==> src/hdl/ubg_pkg.sv <==
// package: register map, field positions and timing constants of the uart irq/baud block
package ubg_pkg;

  // ---------------------------------------------------------------
  // bus geometry
  // ---------------------------------------------------------------
  localparam int ADDR_W = 8;
  localparam int DATA_W = 32;

  // ---------------------------------------------------------------
  // register byte addresses
  // ---------------------------------------------------------------
  localparam logic [7:0] ADDR_IRQ_SOURCE_ENABLE = 8'h00;
  localparam logic [7:0] ADDR_DIVISOR_LOW_BYTE = 8'h04;
  localparam logic [7:0] ADDR_DIVISOR_HIGH_BYTE = 8'h08;
  localparam logic [7:0] ADDR_SCRATCH_BYTE = 8'h0c;
  localparam logic [7:0] ADDR_MODEM_CONTROL_REG = 8'h10;
  localparam logic [7:0] ADDR_CHIP_CONFIG_TURBO_REG = 8'h14;
  localparam logic [7:0] ADDR_CHIP_CONFIG_FAST_REG = 8'h18;
  localparam logic [7:0] ADDR_EVENT_STATUS = 8'h1c;
  localparam logic [7:0] ADDR_EVENT_MASK = 8'h20;
  localparam logic [7:0] ADDR_SOURCE_STATE = 8'h24;

  // ---------------------------------------------------------------
  // field positions
  // ---------------------------------------------------------------
  localparam int IER_USED_W = 4;
  localparam int MCR_IRQ_OUT_EN_BIT = 3;
  localparam int TURBO_A_BIT = 7;
  localparam int TURBO_B_BIT = 6;
  localparam int FAST_A_BIT = 1;
  localparam int FAST_B_BIT = 0;
  localparam int EVT_W = 2;
  localparam int EVT_UART_IRQ_BIT = 0;
  localparam int EVT_BUS_ERR_BIT = 1;

  // ---------------------------------------------------------------
  // reset values
  // ---------------------------------------------------------------
  localparam logic [7:0] RST_BYTE = 8'h00;
  localparam logic [15:0] RST_DIVISOR = 16'h0000;

  // ---------------------------------------------------------------
  // timing: 24 MHz reference made from the 125 MHz pclk
  // ---------------------------------------------------------------
  localparam int PCLK_MHZ = 125;
  localparam int REF_MHZ = 24;
  localparam int ACC_W = 8;
  localparam logic [ACC_W-1:0] REF_STEP = ACC_W'(REF_MHZ);
  localparam logic [ACC_W-1:0] REF_MOD = ACC_W'(PCLK_MHZ);
  // prescaler 24 MHz / 13 = 1.8461 MHz; fast mode steps 8 per tick (x8 rate)
  localparam int PRE_DIV = 13;
  localparam int PRE_W = 5;
  localparam logic [PRE_W-1:0] PRE_MOD = PRE_W'(PRE_DIV);
  localparam logic [PRE_W-1:0] PRE_STEP_NORMAL = 5'h01;
  localparam logic [PRE_W-1:0] PRE_STEP_FAST = 5'h08;

  // ---------------------------------------------------------------
  // carriers
  // ---------------------------------------------------------------
  // pending interrupt conditions coming from the uart core
  typedef struct packed {
    logic modem_change;
    logic line_error;
    logic tx_empty;
    logic rx_ready;
  } ubg_src_s;

endpackage

==> src/hdl/ubg_top.sv <==
// module: uart interrupt enable, baud generator and scratch registers behind apb
//
// Summary of operation
// - enable register upper four bits read zero
// - modem change irq gated by enable bit 3
// - line error irq gated by enable bit 2
// - tx empty irq gated by enable bit 1
// - rx ready irq gated by enable bit 0
// - all four enables clear, no uart irq
// - divisor is two separate rw byte registers
// - normal mode prescales 24 MHz to 1.8461 MHz
// - divide prescaled clock by 1 to 65535
// - output is 16x bit rate timing base
// - turbo bits bypass prescaler, same divisor
// - turbo with divisor one gives 1.5 Mbit/s
// - normal rate is 115200 over divisor
// - fast bits give 921600 over divisor
// - scratch byte read/write, no side effects
// - modem control bit 3 gates uart irq
//
// Local design decisions: the register addresses and the APB slave port.
`timescale 1ns/1ps
module ubg_top (
  input wire logic pclk,
  input wire logic presetn,
  input wire logic psel,
  input wire logic penable,
  input wire logic pwrite,
  input wire logic [ubg_pkg::ADDR_W-1:0] paddr,
  input wire logic [ubg_pkg::DATA_W-1:0] pwdata,
  input wire logic [3:0] pstrb,
  output logic [ubg_pkg::DATA_W-1:0] prdata,
  output logic pready,
  output logic pslverr,
  input wire ubg_pkg::ubg_src_s uart_src,
  output logic uart_irq,
  output logic baud16_tick,
  output logic irq
);

  // ---------------------------------------------------------------
  // declarations
  // ---------------------------------------------------------------
  logic [7:0] irq_source_enable; // source enables, low four bits kept
  logic [7:0] divisor_low_byte; // divisor bits 7..0
  logic [7:0] divisor_high_byte; // divisor bits 15..8
  logic [7:0] scratch_byte; // free software storage
  logic [7:0] modem_control_reg; // only the irq output enable acts here
  logic [7:0] chip_config_turbo_reg; // turbo rate select bits
  logic [7:0] chip_config_fast_reg; // fast rate select bits
  logic [ubg_pkg::EVT_W-1:0] event_status; // sticky events, write one clears
  logic [ubg_pkg::EVT_W-1:0] event_mask; // per event interrupt enable
  logic [ubg_pkg::ACC_W-1:0] ref_acc; // phase of the 24 MHz reference
  logic [ubg_pkg::ACC_W-1:0] next_ref_acc; // phase after this cycle
  logic ref_tick; // one 24 MHz period elapsed
  logic [ubg_pkg::PRE_W-1:0] pre_acc; // prescaler phase
  logic [ubg_pkg::PRE_W-1:0] next_pre_acc; // prescaler phase after a ref tick
  logic pre_wrap; // prescaler crossed its modulus
  logic pre_tick; // one prescaled period elapsed
  logic [15:0] divisor; // assembled divisor
  logic [15:0] div_cnt; // baud down-counter
  logic turbo_on; // turbo rate selected
  logic fast_on; // fast rate selected
  logic [3:0] src_vec; // pending conditions as a vector
  logic [3:0] src_gated; // pending conditions passed by the enables
  logic setup; // apb setup phase
  logic access; // apb access phase, completes now
  logic wr_en; // write completes this cycle
  logic addr_ok; // address hits a register
  logic [7:0] wbyte; // low write byte
  logic [7:0] rbyte; // low read byte from the decoder
  logic [ubg_pkg::EVT_W-1:0] evt_set; // events raised this cycle
  logic [ubg_pkg::EVT_W-1:0] evt_clr; // bits cleared by software now

  // ---------------------------------------------------------------
  // address decode function
  // ---------------------------------------------------------------
  // true when the address names one of the registers
  function automatic logic is_mapped(input logic [ubg_pkg::ADDR_W-1:0] a);
    logic hit;
    hit = 1'b0;
    unique case (a)
      ubg_pkg::ADDR_IRQ_SOURCE_ENABLE,
      ubg_pkg::ADDR_DIVISOR_LOW_BYTE,
      ubg_pkg::ADDR_DIVISOR_HIGH_BYTE,
      ubg_pkg::ADDR_SCRATCH_BYTE,
      ubg_pkg::ADDR_MODEM_CONTROL_REG,
      ubg_pkg::ADDR_CHIP_CONFIG_TURBO_REG,
      ubg_pkg::ADDR_CHIP_CONFIG_FAST_REG,
      ubg_pkg::ADDR_EVENT_STATUS,
      ubg_pkg::ADDR_EVENT_MASK,
      ubg_pkg::ADDR_SOURCE_STATE: hit = 1'b1;
      default: hit = 1'b0;
    endcase
    return hit;
  endfunction

  // write hits one register when the address matches and lane 0 is enabled
  function automatic logic wr_hit(input logic [ubg_pkg::ADDR_W-1:0] a,
                                  input logic [ubg_pkg::ADDR_W-1:0] target,
                                  input logic en);
    return en && (a == target);
  endfunction

  // ---------------------------------------------------------------
  // apb handshake
  // ---------------------------------------------------------------
  assign setup = psel && !penable;
  assign access = psel && penable;
  assign addr_ok = is_mapped(paddr);
  assign wr_en = access && pwrite && addr_ok && pstrb[0];
  assign wbyte = pwdata[7:0];
  // zero wait state slave: every access phase completes at once
  assign pready = 1'b1;
  assign pslverr = access && !addr_ok;

  // ---------------------------------------------------------------
  // source enable register
  // ---------------------------------------------------------------
  // only the four enable bits are stored; upper bits never hold a one
  always_ff @(posedge pclk or negedge presetn) begin
    if (!presetn) begin
      irq_source_enable <= ubg_pkg::RST_BYTE;
    end else if (wr_hit(paddr, ubg_pkg::ADDR_IRQ_SOURCE_ENABLE, wr_en)) begin
      irq_source_enable <= {4'h0, wbyte[ubg_pkg::IER_USED_W-1:0]};
    end
  end

  // ---------------------------------------------------------------
  // divisor byte registers
  // ---------------------------------------------------------------
  // two independent bytes, each read and written on its own
  always_ff @(posedge pclk or negedge presetn) begin
    if (!presetn) begin
      divisor_low_byte <= ubg_pkg::RST_DIVISOR[7:0];
      divisor_high_byte <= ubg_pkg::RST_DIVISOR[15:8];
    end else begin
      if (wr_hit(paddr, ubg_pkg::ADDR_DIVISOR_LOW_BYTE, wr_en)) begin
        divisor_low_byte <= wbyte;
      end
      if (wr_hit(paddr, ubg_pkg::ADDR_DIVISOR_HIGH_BYTE, wr_en)) begin
        divisor_high_byte <= wbyte;
      end
    end
  end

  assign divisor = {divisor_high_byte, divisor_low_byte};

  // ---------------------------------------------------------------
  // scratch and configuration registers
  // ---------------------------------------------------------------
  // scratch steers nothing; the others pick rate and irq output enable
  always_ff @(posedge pclk or negedge presetn) begin
    if (!presetn) begin
      scratch_byte <= ubg_pkg::RST_BYTE;
      modem_control_reg <= ubg_pkg::RST_BYTE;
      chip_config_turbo_reg <= ubg_pkg::RST_BYTE;
      chip_config_fast_reg <= ubg_pkg::RST_BYTE;
    end else begin
      if (wr_hit(paddr, ubg_pkg::ADDR_SCRATCH_BYTE, wr_en)) begin
        scratch_byte <= wbyte;
      end
      if (wr_hit(paddr, ubg_pkg::ADDR_MODEM_CONTROL_REG, wr_en)) begin
        modem_control_reg <= wbyte;
      end
      if (wr_hit(paddr, ubg_pkg::ADDR_CHIP_CONFIG_TURBO_REG, wr_en)) begin
        chip_config_turbo_reg <= wbyte;
      end
      if (wr_hit(paddr, ubg_pkg::ADDR_CHIP_CONFIG_FAST_REG, wr_en)) begin
        chip_config_fast_reg <= wbyte;
      end
    end
  end

  // ---------------------------------------------------------------
  // 24 MHz reference from pclk
  // ---------------------------------------------------------------
  // fractional accumulator: 24 ticks in every 125 pclk cycles
  always_comb begin
    next_ref_acc = ref_acc + ubg_pkg::REF_STEP;
    ref_tick = 1'b0;
    if (next_ref_acc >= ubg_pkg::REF_MOD) begin
      next_ref_acc = next_ref_acc - ubg_pkg::REF_MOD;
      ref_tick = 1'b1;
    end
  end

  always_ff @(posedge pclk or negedge presetn) begin
    if (!presetn) begin
      ref_acc <= '0;
    end else begin
      ref_acc <= next_ref_acc;
    end
  end

  // ---------------------------------------------------------------
  // prescaler
  // ---------------------------------------------------------------
  assign turbo_on = chip_config_turbo_reg[ubg_pkg::TURBO_A_BIT] ||
                    chip_config_turbo_reg[ubg_pkg::TURBO_B_BIT];
  assign fast_on = chip_config_fast_reg[ubg_pkg::FAST_A_BIT] ||
                   chip_config_fast_reg[ubg_pkg::FAST_B_BIT];

  // normal: one step per ref tick over 13, i.e. 1.8461 MHz
  // fast: eight steps over 13, eight times the normal rate
  always_comb begin
    next_pre_acc = pre_acc;
    pre_wrap = 1'b0;
    if (fast_on) begin
      next_pre_acc = pre_acc + ubg_pkg::PRE_STEP_FAST;
    end else begin
      next_pre_acc = pre_acc + ubg_pkg::PRE_STEP_NORMAL;
    end
    if (next_pre_acc >= ubg_pkg::PRE_MOD) begin
      next_pre_acc = next_pre_acc - ubg_pkg::PRE_MOD;
      pre_wrap = 1'b1;
    end
  end

  always_ff @(posedge pclk or negedge presetn) begin
    if (!presetn) begin
      pre_acc <= '0;
    end else if (ref_tick && !turbo_on) begin
      pre_acc <= next_pre_acc;
    end
  end

  // turbo feeds the 24 MHz reference straight into the divider
  assign pre_tick = turbo_on ? ref_tick : (ref_tick && pre_wrap);

  // ---------------------------------------------------------------
  // divisor down-counter
  // ---------------------------------------------------------------
  // expiry gives a one-cycle 16x tick and reloads from the live divisor;
  // a divisor of zero stops the generator
  always_ff @(posedge pclk or negedge presetn) begin
    if (!presetn) begin
      div_cnt <= ubg_pkg::RST_DIVISOR;
      baud16_tick <= 1'b0;
    end else begin
      baud16_tick <= 1'b0;
      if (divisor == '0) begin
        div_cnt <= '0;
      end else if (pre_tick) begin
        if (div_cnt <= 16'h0001) begin
          div_cnt <= divisor;
          baud16_tick <= 1'b1;
        end else begin
          div_cnt <= div_cnt - 16'h0001;
        end
      end
    end
  end

  // ---------------------------------------------------------------
  // uart interrupt gating
  // ---------------------------------------------------------------
  assign src_vec = {uart_src.modem_change, uart_src.line_error,
                    uart_src.tx_empty, uart_src.rx_ready};

  // each pending condition passes only through its own enable bit
  genvar gi;
  generate
    for (gi = 0; gi < ubg_pkg::IER_USED_W; gi++) begin : g_gate
      assign src_gated[gi] = src_vec[gi] && irq_source_enable[gi];
    end
  endgenerate

  // registered output; needs an enabled source and the master enable
  always_ff @(posedge pclk or negedge presetn) begin
    if (!presetn) begin
      uart_irq <= 1'b0;
    end else begin
      uart_irq <= (|src_gated) &&
                  modem_control_reg[ubg_pkg::MCR_IRQ_OUT_EN_BIT];
    end
  end

  // ---------------------------------------------------------------
  // event status and system interrupt
  // ---------------------------------------------------------------
  assign evt_set = {pslverr, uart_irq};
  assign evt_clr = wr_hit(paddr, ubg_pkg::ADDR_EVENT_STATUS, wr_en) ?
                   wbyte[ubg_pkg::EVT_W-1:0] : '0;

  // sticky bits: a new event wins over a write-one clear in the same cycle
  always_ff @(posedge pclk or negedge presetn) begin
    if (!presetn) begin
      event_status <= '0;
    end else begin
      event_status <= (event_status & ~evt_clr) | evt_set;
    end
  end

  // mask register, same layout as the status
  always_ff @(posedge pclk or negedge presetn) begin
    if (!presetn) begin
      event_mask <= '0;
    end else if (wr_hit(paddr, ubg_pkg::ADDR_EVENT_MASK, wr_en)) begin
      event_mask <= wbyte[ubg_pkg::EVT_W-1:0];
    end
  end

  // level interrupt while any unmasked status bit is set
  always_ff @(posedge pclk or negedge presetn) begin
    if (!presetn) begin
      irq <= 1'b0;
    end else begin
      irq <= |((event_status & ~evt_clr | evt_set) & event_mask);
    end
  end

  // ---------------------------------------------------------------
  // read path
  // ---------------------------------------------------------------
  // decode the addressed byte; unmapped addresses read zero
  always_comb begin
    rbyte = 8'h00;
    unique case (paddr)
      ubg_pkg::ADDR_IRQ_SOURCE_ENABLE: rbyte = {4'h0, irq_source_enable[3:0]};
      ubg_pkg::ADDR_DIVISOR_LOW_BYTE: rbyte = divisor_low_byte;
      ubg_pkg::ADDR_DIVISOR_HIGH_BYTE: rbyte = divisor_high_byte;
      ubg_pkg::ADDR_SCRATCH_BYTE: rbyte = scratch_byte;
      ubg_pkg::ADDR_MODEM_CONTROL_REG: rbyte = modem_control_reg;
      ubg_pkg::ADDR_CHIP_CONFIG_TURBO_REG: rbyte = chip_config_turbo_reg;
      ubg_pkg::ADDR_CHIP_CONFIG_FAST_REG: rbyte = chip_config_fast_reg;
      ubg_pkg::ADDR_EVENT_STATUS: rbyte = {6'h00, event_status};
      ubg_pkg::ADDR_EVENT_MASK: rbyte = {6'h00, event_mask};
      ubg_pkg::ADDR_SOURCE_STATE: rbyte = {3'h0, uart_irq, src_vec};
      default: rbyte = 8'h00;
    endcase
  end

  // read data is captured in the setup cycle and held through access
  always_ff @(posedge pclk or negedge presetn) begin
    if (!presetn) begin
      prdata <= '0;
    end else if (setup && !pwrite) begin
      prdata <= {24'h00_0000, rbyte};
    end
  end

endmodule

==> config.mk <==
export PLATFORM = sky130hd
export DESIGN_NAME = ubg_top
export DESIGN_NICKNAME = d
export VERILOG_FILES = /design/src/hdl/ubg_pkg.sv /design/src/hdl/ubg_top.sv
export SDC_FILE = /design/constraint.sdc
export NUM_CORES = 1
export LEC_CHECK = 0
export ABC_AREA = 1
export BUFFER_PORTS_ARGS = -buffer_cell sky130_fd_sc_hd__buf_4
export CAP_MARGIN = 25
export CELL_PAD_IN_SITES_DETAIL_PLACEMENT = 0
export CELL_PAD_IN_SITES_GLOBAL_PLACEMENT = 1
export CORE_MARGIN = 4
export CORE_UTILIZATION = 43
export CTS_CLUSTER_DIAMETER = 200
export CTS_CLUSTER_SIZE = 40
export DETAILED_ROUTE_END_ITERATION = 10
export GPL_ROUTABILITY_DRIVEN = 0
export PLACE_DENSITY_LB_ADDON = 0.25
export SYNTH_ARGS = -nofsm -noshare
export SYNTH_HDL_FRONTEND = slang
export SYNTH_SLANG_ARGS = --single-unit
export TNS_END_PERCENT = 10
==> constraint.sdc <==
create_clock -name pclk -period 2.6 [get_ports pclk]
set_input_delay 0.13 -clock pclk [delete_from_list [all_inputs] [get_ports pclk]]
set_output_delay 0.13 -clock pclk [all_outputs]
set_load 0.005 [all_outputs]
==> results.md <==
- The total routing resource utilization after global routing is a little under a fifth.
- After synthesis, the share of flip-flops with an asynchronous set or reset is 100%.
- The share of the yosys chip area belonging to registers is between 30% and 40%.
- For this run, the detailed router's first-pass iteration total came to 5.
- The die extent in y is 127 um.
- The deepest clock path buffer count is 2.
- The number of antenna diodes in the final layout is 0.
- The count of nets left with antenna violations once routing finished came out at 0.
- The finished layout holds ~960 standard cells, fillers aside.
- The minimum setup slack among reg-to-reg paths is 300 ps.
- The count of vias placed by the detailed router is around 4800.
- Among all cell types in the netlist, the one instantiated most often is nand2_1.
- Summed over all instances, the cell type with the most area after synthesis is dfrtp_1.
- The class of the tightest hold or removal check is primary input to register.
- The worst hold path was traced through 3 stages.
- The cell area after synthesis is 6070 um2.
- Counting flops with a built-in enable in the synthesized netlist gives 0.
- The worst-case hold slack is 44.2 ps.
- The number of global-route vias before repair came to 4645.
- The launching element of the worst setup path is pre_acc[0].
- The floorplan die area is 16100 um2.
- The die boundary width is 127 um.
- The placed instance area is 6320 um2.
- The synthesized design contains 96 register bits.
- The critical path class is register to register.
- The number of flip-flops in the largest register is 16.
- Once the clock tree was built, the setup fixing pass inserted 0 buffers.
- In the routed layout, each cell is associated on average with a via count of 4.97.
- Ranked by total cell area, the synthesized netlist is headed by dfrtp_1, nand2_1, o21ai_2.
- The number of cells produced by synthesis is 741.
- The maximum level of the CTS H-tree is 3.
- The post-synthesis cell type count is 42.
- The I/O pin total is 90.
- STA puts the critical path data arrival time at 2580 ps.
- STA classifies the critical path endpoint as a register.
- The worst min-delay path startpoint is pwdata[7].
- The startpoint identified for the worst register-to-register timing path is pre_acc[0].
- The post-detailed-routing wire length is 13900 um.
- The worst-case IR drop observed on VDD is ~0.36 mV.
- TritonCTS built the clock tree.
- Setup repair after global routing left no endpoint under its margin.
- By count the netlist is led by nand2_1, dfrtp_1, inv_1.
- The maximum net fanout on the critical path is 17.
- The routed design could run at a clock period as short as 2300 ps.
- The fraction of the cycle the final worst path needs is roughly nine tenths.
- CTS placed an instance of clkbuf_16 at the clock tree root.
- The area inside the core boundary is 13900 um2.
- Yosys printed 0 warnings.
- The setup violation total in the final timing report is 0.
- Entering global routing, the biggest net connects 51 pins.
- The design area is 6630 um2.
- Measured in cells, the most critical reg-to-reg path has a length of 13.
- The area added between synthesis and finish is 9.23%.
- The highest achievable clock rate is 435 MHz.
- For this run, design rule violations remaining after detail routing come to 0.
- The half-perimeter wire length after detailed placement is between 10000 and 15000 um.
- Including well taps, the total number of placed cells is between 900 and 1000.
- The average detailed-routed wire length per instance is between 10 and 15 um.
- Data on the critical path is required at its endpoint by around 2900 ps.
- The dominant synthesized flop cell is dfrtp_1.
- The worst setup path is launched from a register.
- The later pin in the worst-skew pair is clocked with a latency of 350 ps.
- Clock-pin slew was measured on the worst setup and hold paths at 70 ps.
- The average cell area after synthesis is 8.19 um2.
- The ratio of cells with drive above 1 in the final layout is 19.3%.
- The count of routing violations after the opening detailed-route iteration is between 200 and 300.
- The initialized floorplan defines 43 standard-cell rows.
- The initial antenna violation count is 0.
- The worst-margin pin slew is 678 ps.
- The most flop-heavy register is div_cnt.
- The number of max-slew violations in the final report is 0.
- During placement, the flow inserted port buffers numbering 37.
- The number of CTS-inserted buffers is 9.
- The tool flagged a number of max-cap violations equal to 0.
- The clock drives 96 sinks.
- The power density relative to cell area is around 460 nW/um2.
- Clock skew on the completed layout was measured at 8.31 ps.
- The share of synthesized area in the top cell type comes to 39.6%.
- The run finished with clean final reports.
- The relative max-transition margin is 54.8%.
- Once the floorplan was initialized, standard cells occupied roughly 44% of the core.
- Summed over all cells, the static leakage comes to between 3 and 4 nW.
- Global routing finished with a remaining overflow of 0.
- The number of nets in the final layout is 836.
- The final hold violation count is 0.
- Summing internal, switching and leakage power gives 3.02 mW.
- The wire length of the first global-routing pass is 23800 um.
- In this run the critical register-to-register path is captured at div_cnt[12].
- Setup total negative slack on the finished layout was measured at 0 ps.
- The critical path ends at div_cnt[12].
[placed cells by master, fill, tap and decap left out, types with 2 or more instances in the layout]
cell type	n
nor2_1	44
nand2_4	8
nor3_1	8
clkbuf_1	2
nor2_2	6
buf_4	42
o21ai_2	46
nor2_4	6
o2111ai_1	3
nor4_1	5
nand2_1	187
o21ai_0	43
conb_1	25
nor2_8	10
xnor2_1	8
a21oi_1	5
inv_6	3
inv_1	92
xor2_1	11
nand4_1	24
o22ai_1	16
nand3_1	40
o211ai_1	2
nand2_8	2
nand2_2	4
ha_1	9
inv_2	9
clkbuf_16	9
dfrtp_1	96
[worst max-delay path: stages, from the launching register on]
cell and delay [ps]:
dfrtp_1 430, ha_1 300, inv_1 30, nand2_1 50, o21a_1 130, inv_1 70
ha_1 210, nand3_1 90, nand2_1 130, nor2_4 190, nand2_4 180, nand2_4 230
nand3_1 100, nand2_1 80
[final cells by class]
type	instances	area (um2)
Clock buffer	11	233
Clock inverter	5	63.8
Fill cell	1383	7250
Inverter	102	385
Multi-Input combinational cell	522	3000
Sequential cell	96	2400
Tap cell	180	225
Timing Repair Buffer	43	325
[worst min path at each step]
| stage | to | slack [ps] |
|---|---|---|
| CTS | chip_config_fast_reg[6] | 30 |
| global placement | ref_acc[7] | 210 |
| global route | scratch_byte[6] | 40 |
| finish | chip_config_turbo_reg[7] | 40 |
| floorplan | baud16_tick | -170 |
| detailed placement | ref_acc[7] | 210 |
[repair_timing]
item,4_1_cts,5_1_grt
resized for setup,0,0
hold endpoints to repair,48,0
hold buffers,1,0
endpoints found under the setup margin,0,0
[cells by family (layout without fill, tap and decap cells)]
| logic type | count (synthesis) | count (layout) | share of synthesized area, % |
|---|---|---|---|
| AOI/OAI and AO/OA | 121 | 121 | 13.6 |
| xor gates and xnor gates | 20 | 20 | 3.01 |
| adders and majority gates | 9 | 9 | 1.85 |
| buffers and inverters | 146 | 161 | 12.5 |
| DFF | 96 | 96 | 39.6 |
| other | 2 | 25 | 0.124 |
| and+or+nand+nor | 347 | 347 | 29.3 |
[stage by stage]
step	setup slack (ps)	utilization, %
2_1_floorplan	641	-
3_3_place_gp	383	45.6
3_5_place_dp	323	45.6
5_1_grt	23.1	47.8
6_report	303	47.8
4_1_cts	298	47.8
[power by group]
part           switching (mW)  total [mW]  internal [mW]
Combinational           0.113       0.166         0.0536
Clock                   0.590        1.35          0.757
Sequential            0.00574        1.51           1.50
Total                   0.708        3.02           2.31
[routing by layer]
layer  track usage [%]  vias to the layer above  wire (um)
li1                  -                     2419          -
met2              30.0                       99       6690
met1              24.5                     2231       6530
met3              3.62                       17        483
met5                 0                        -          0
met4              4.48                        0        220
Note: power is estimated with default switching activity, not from simulation.
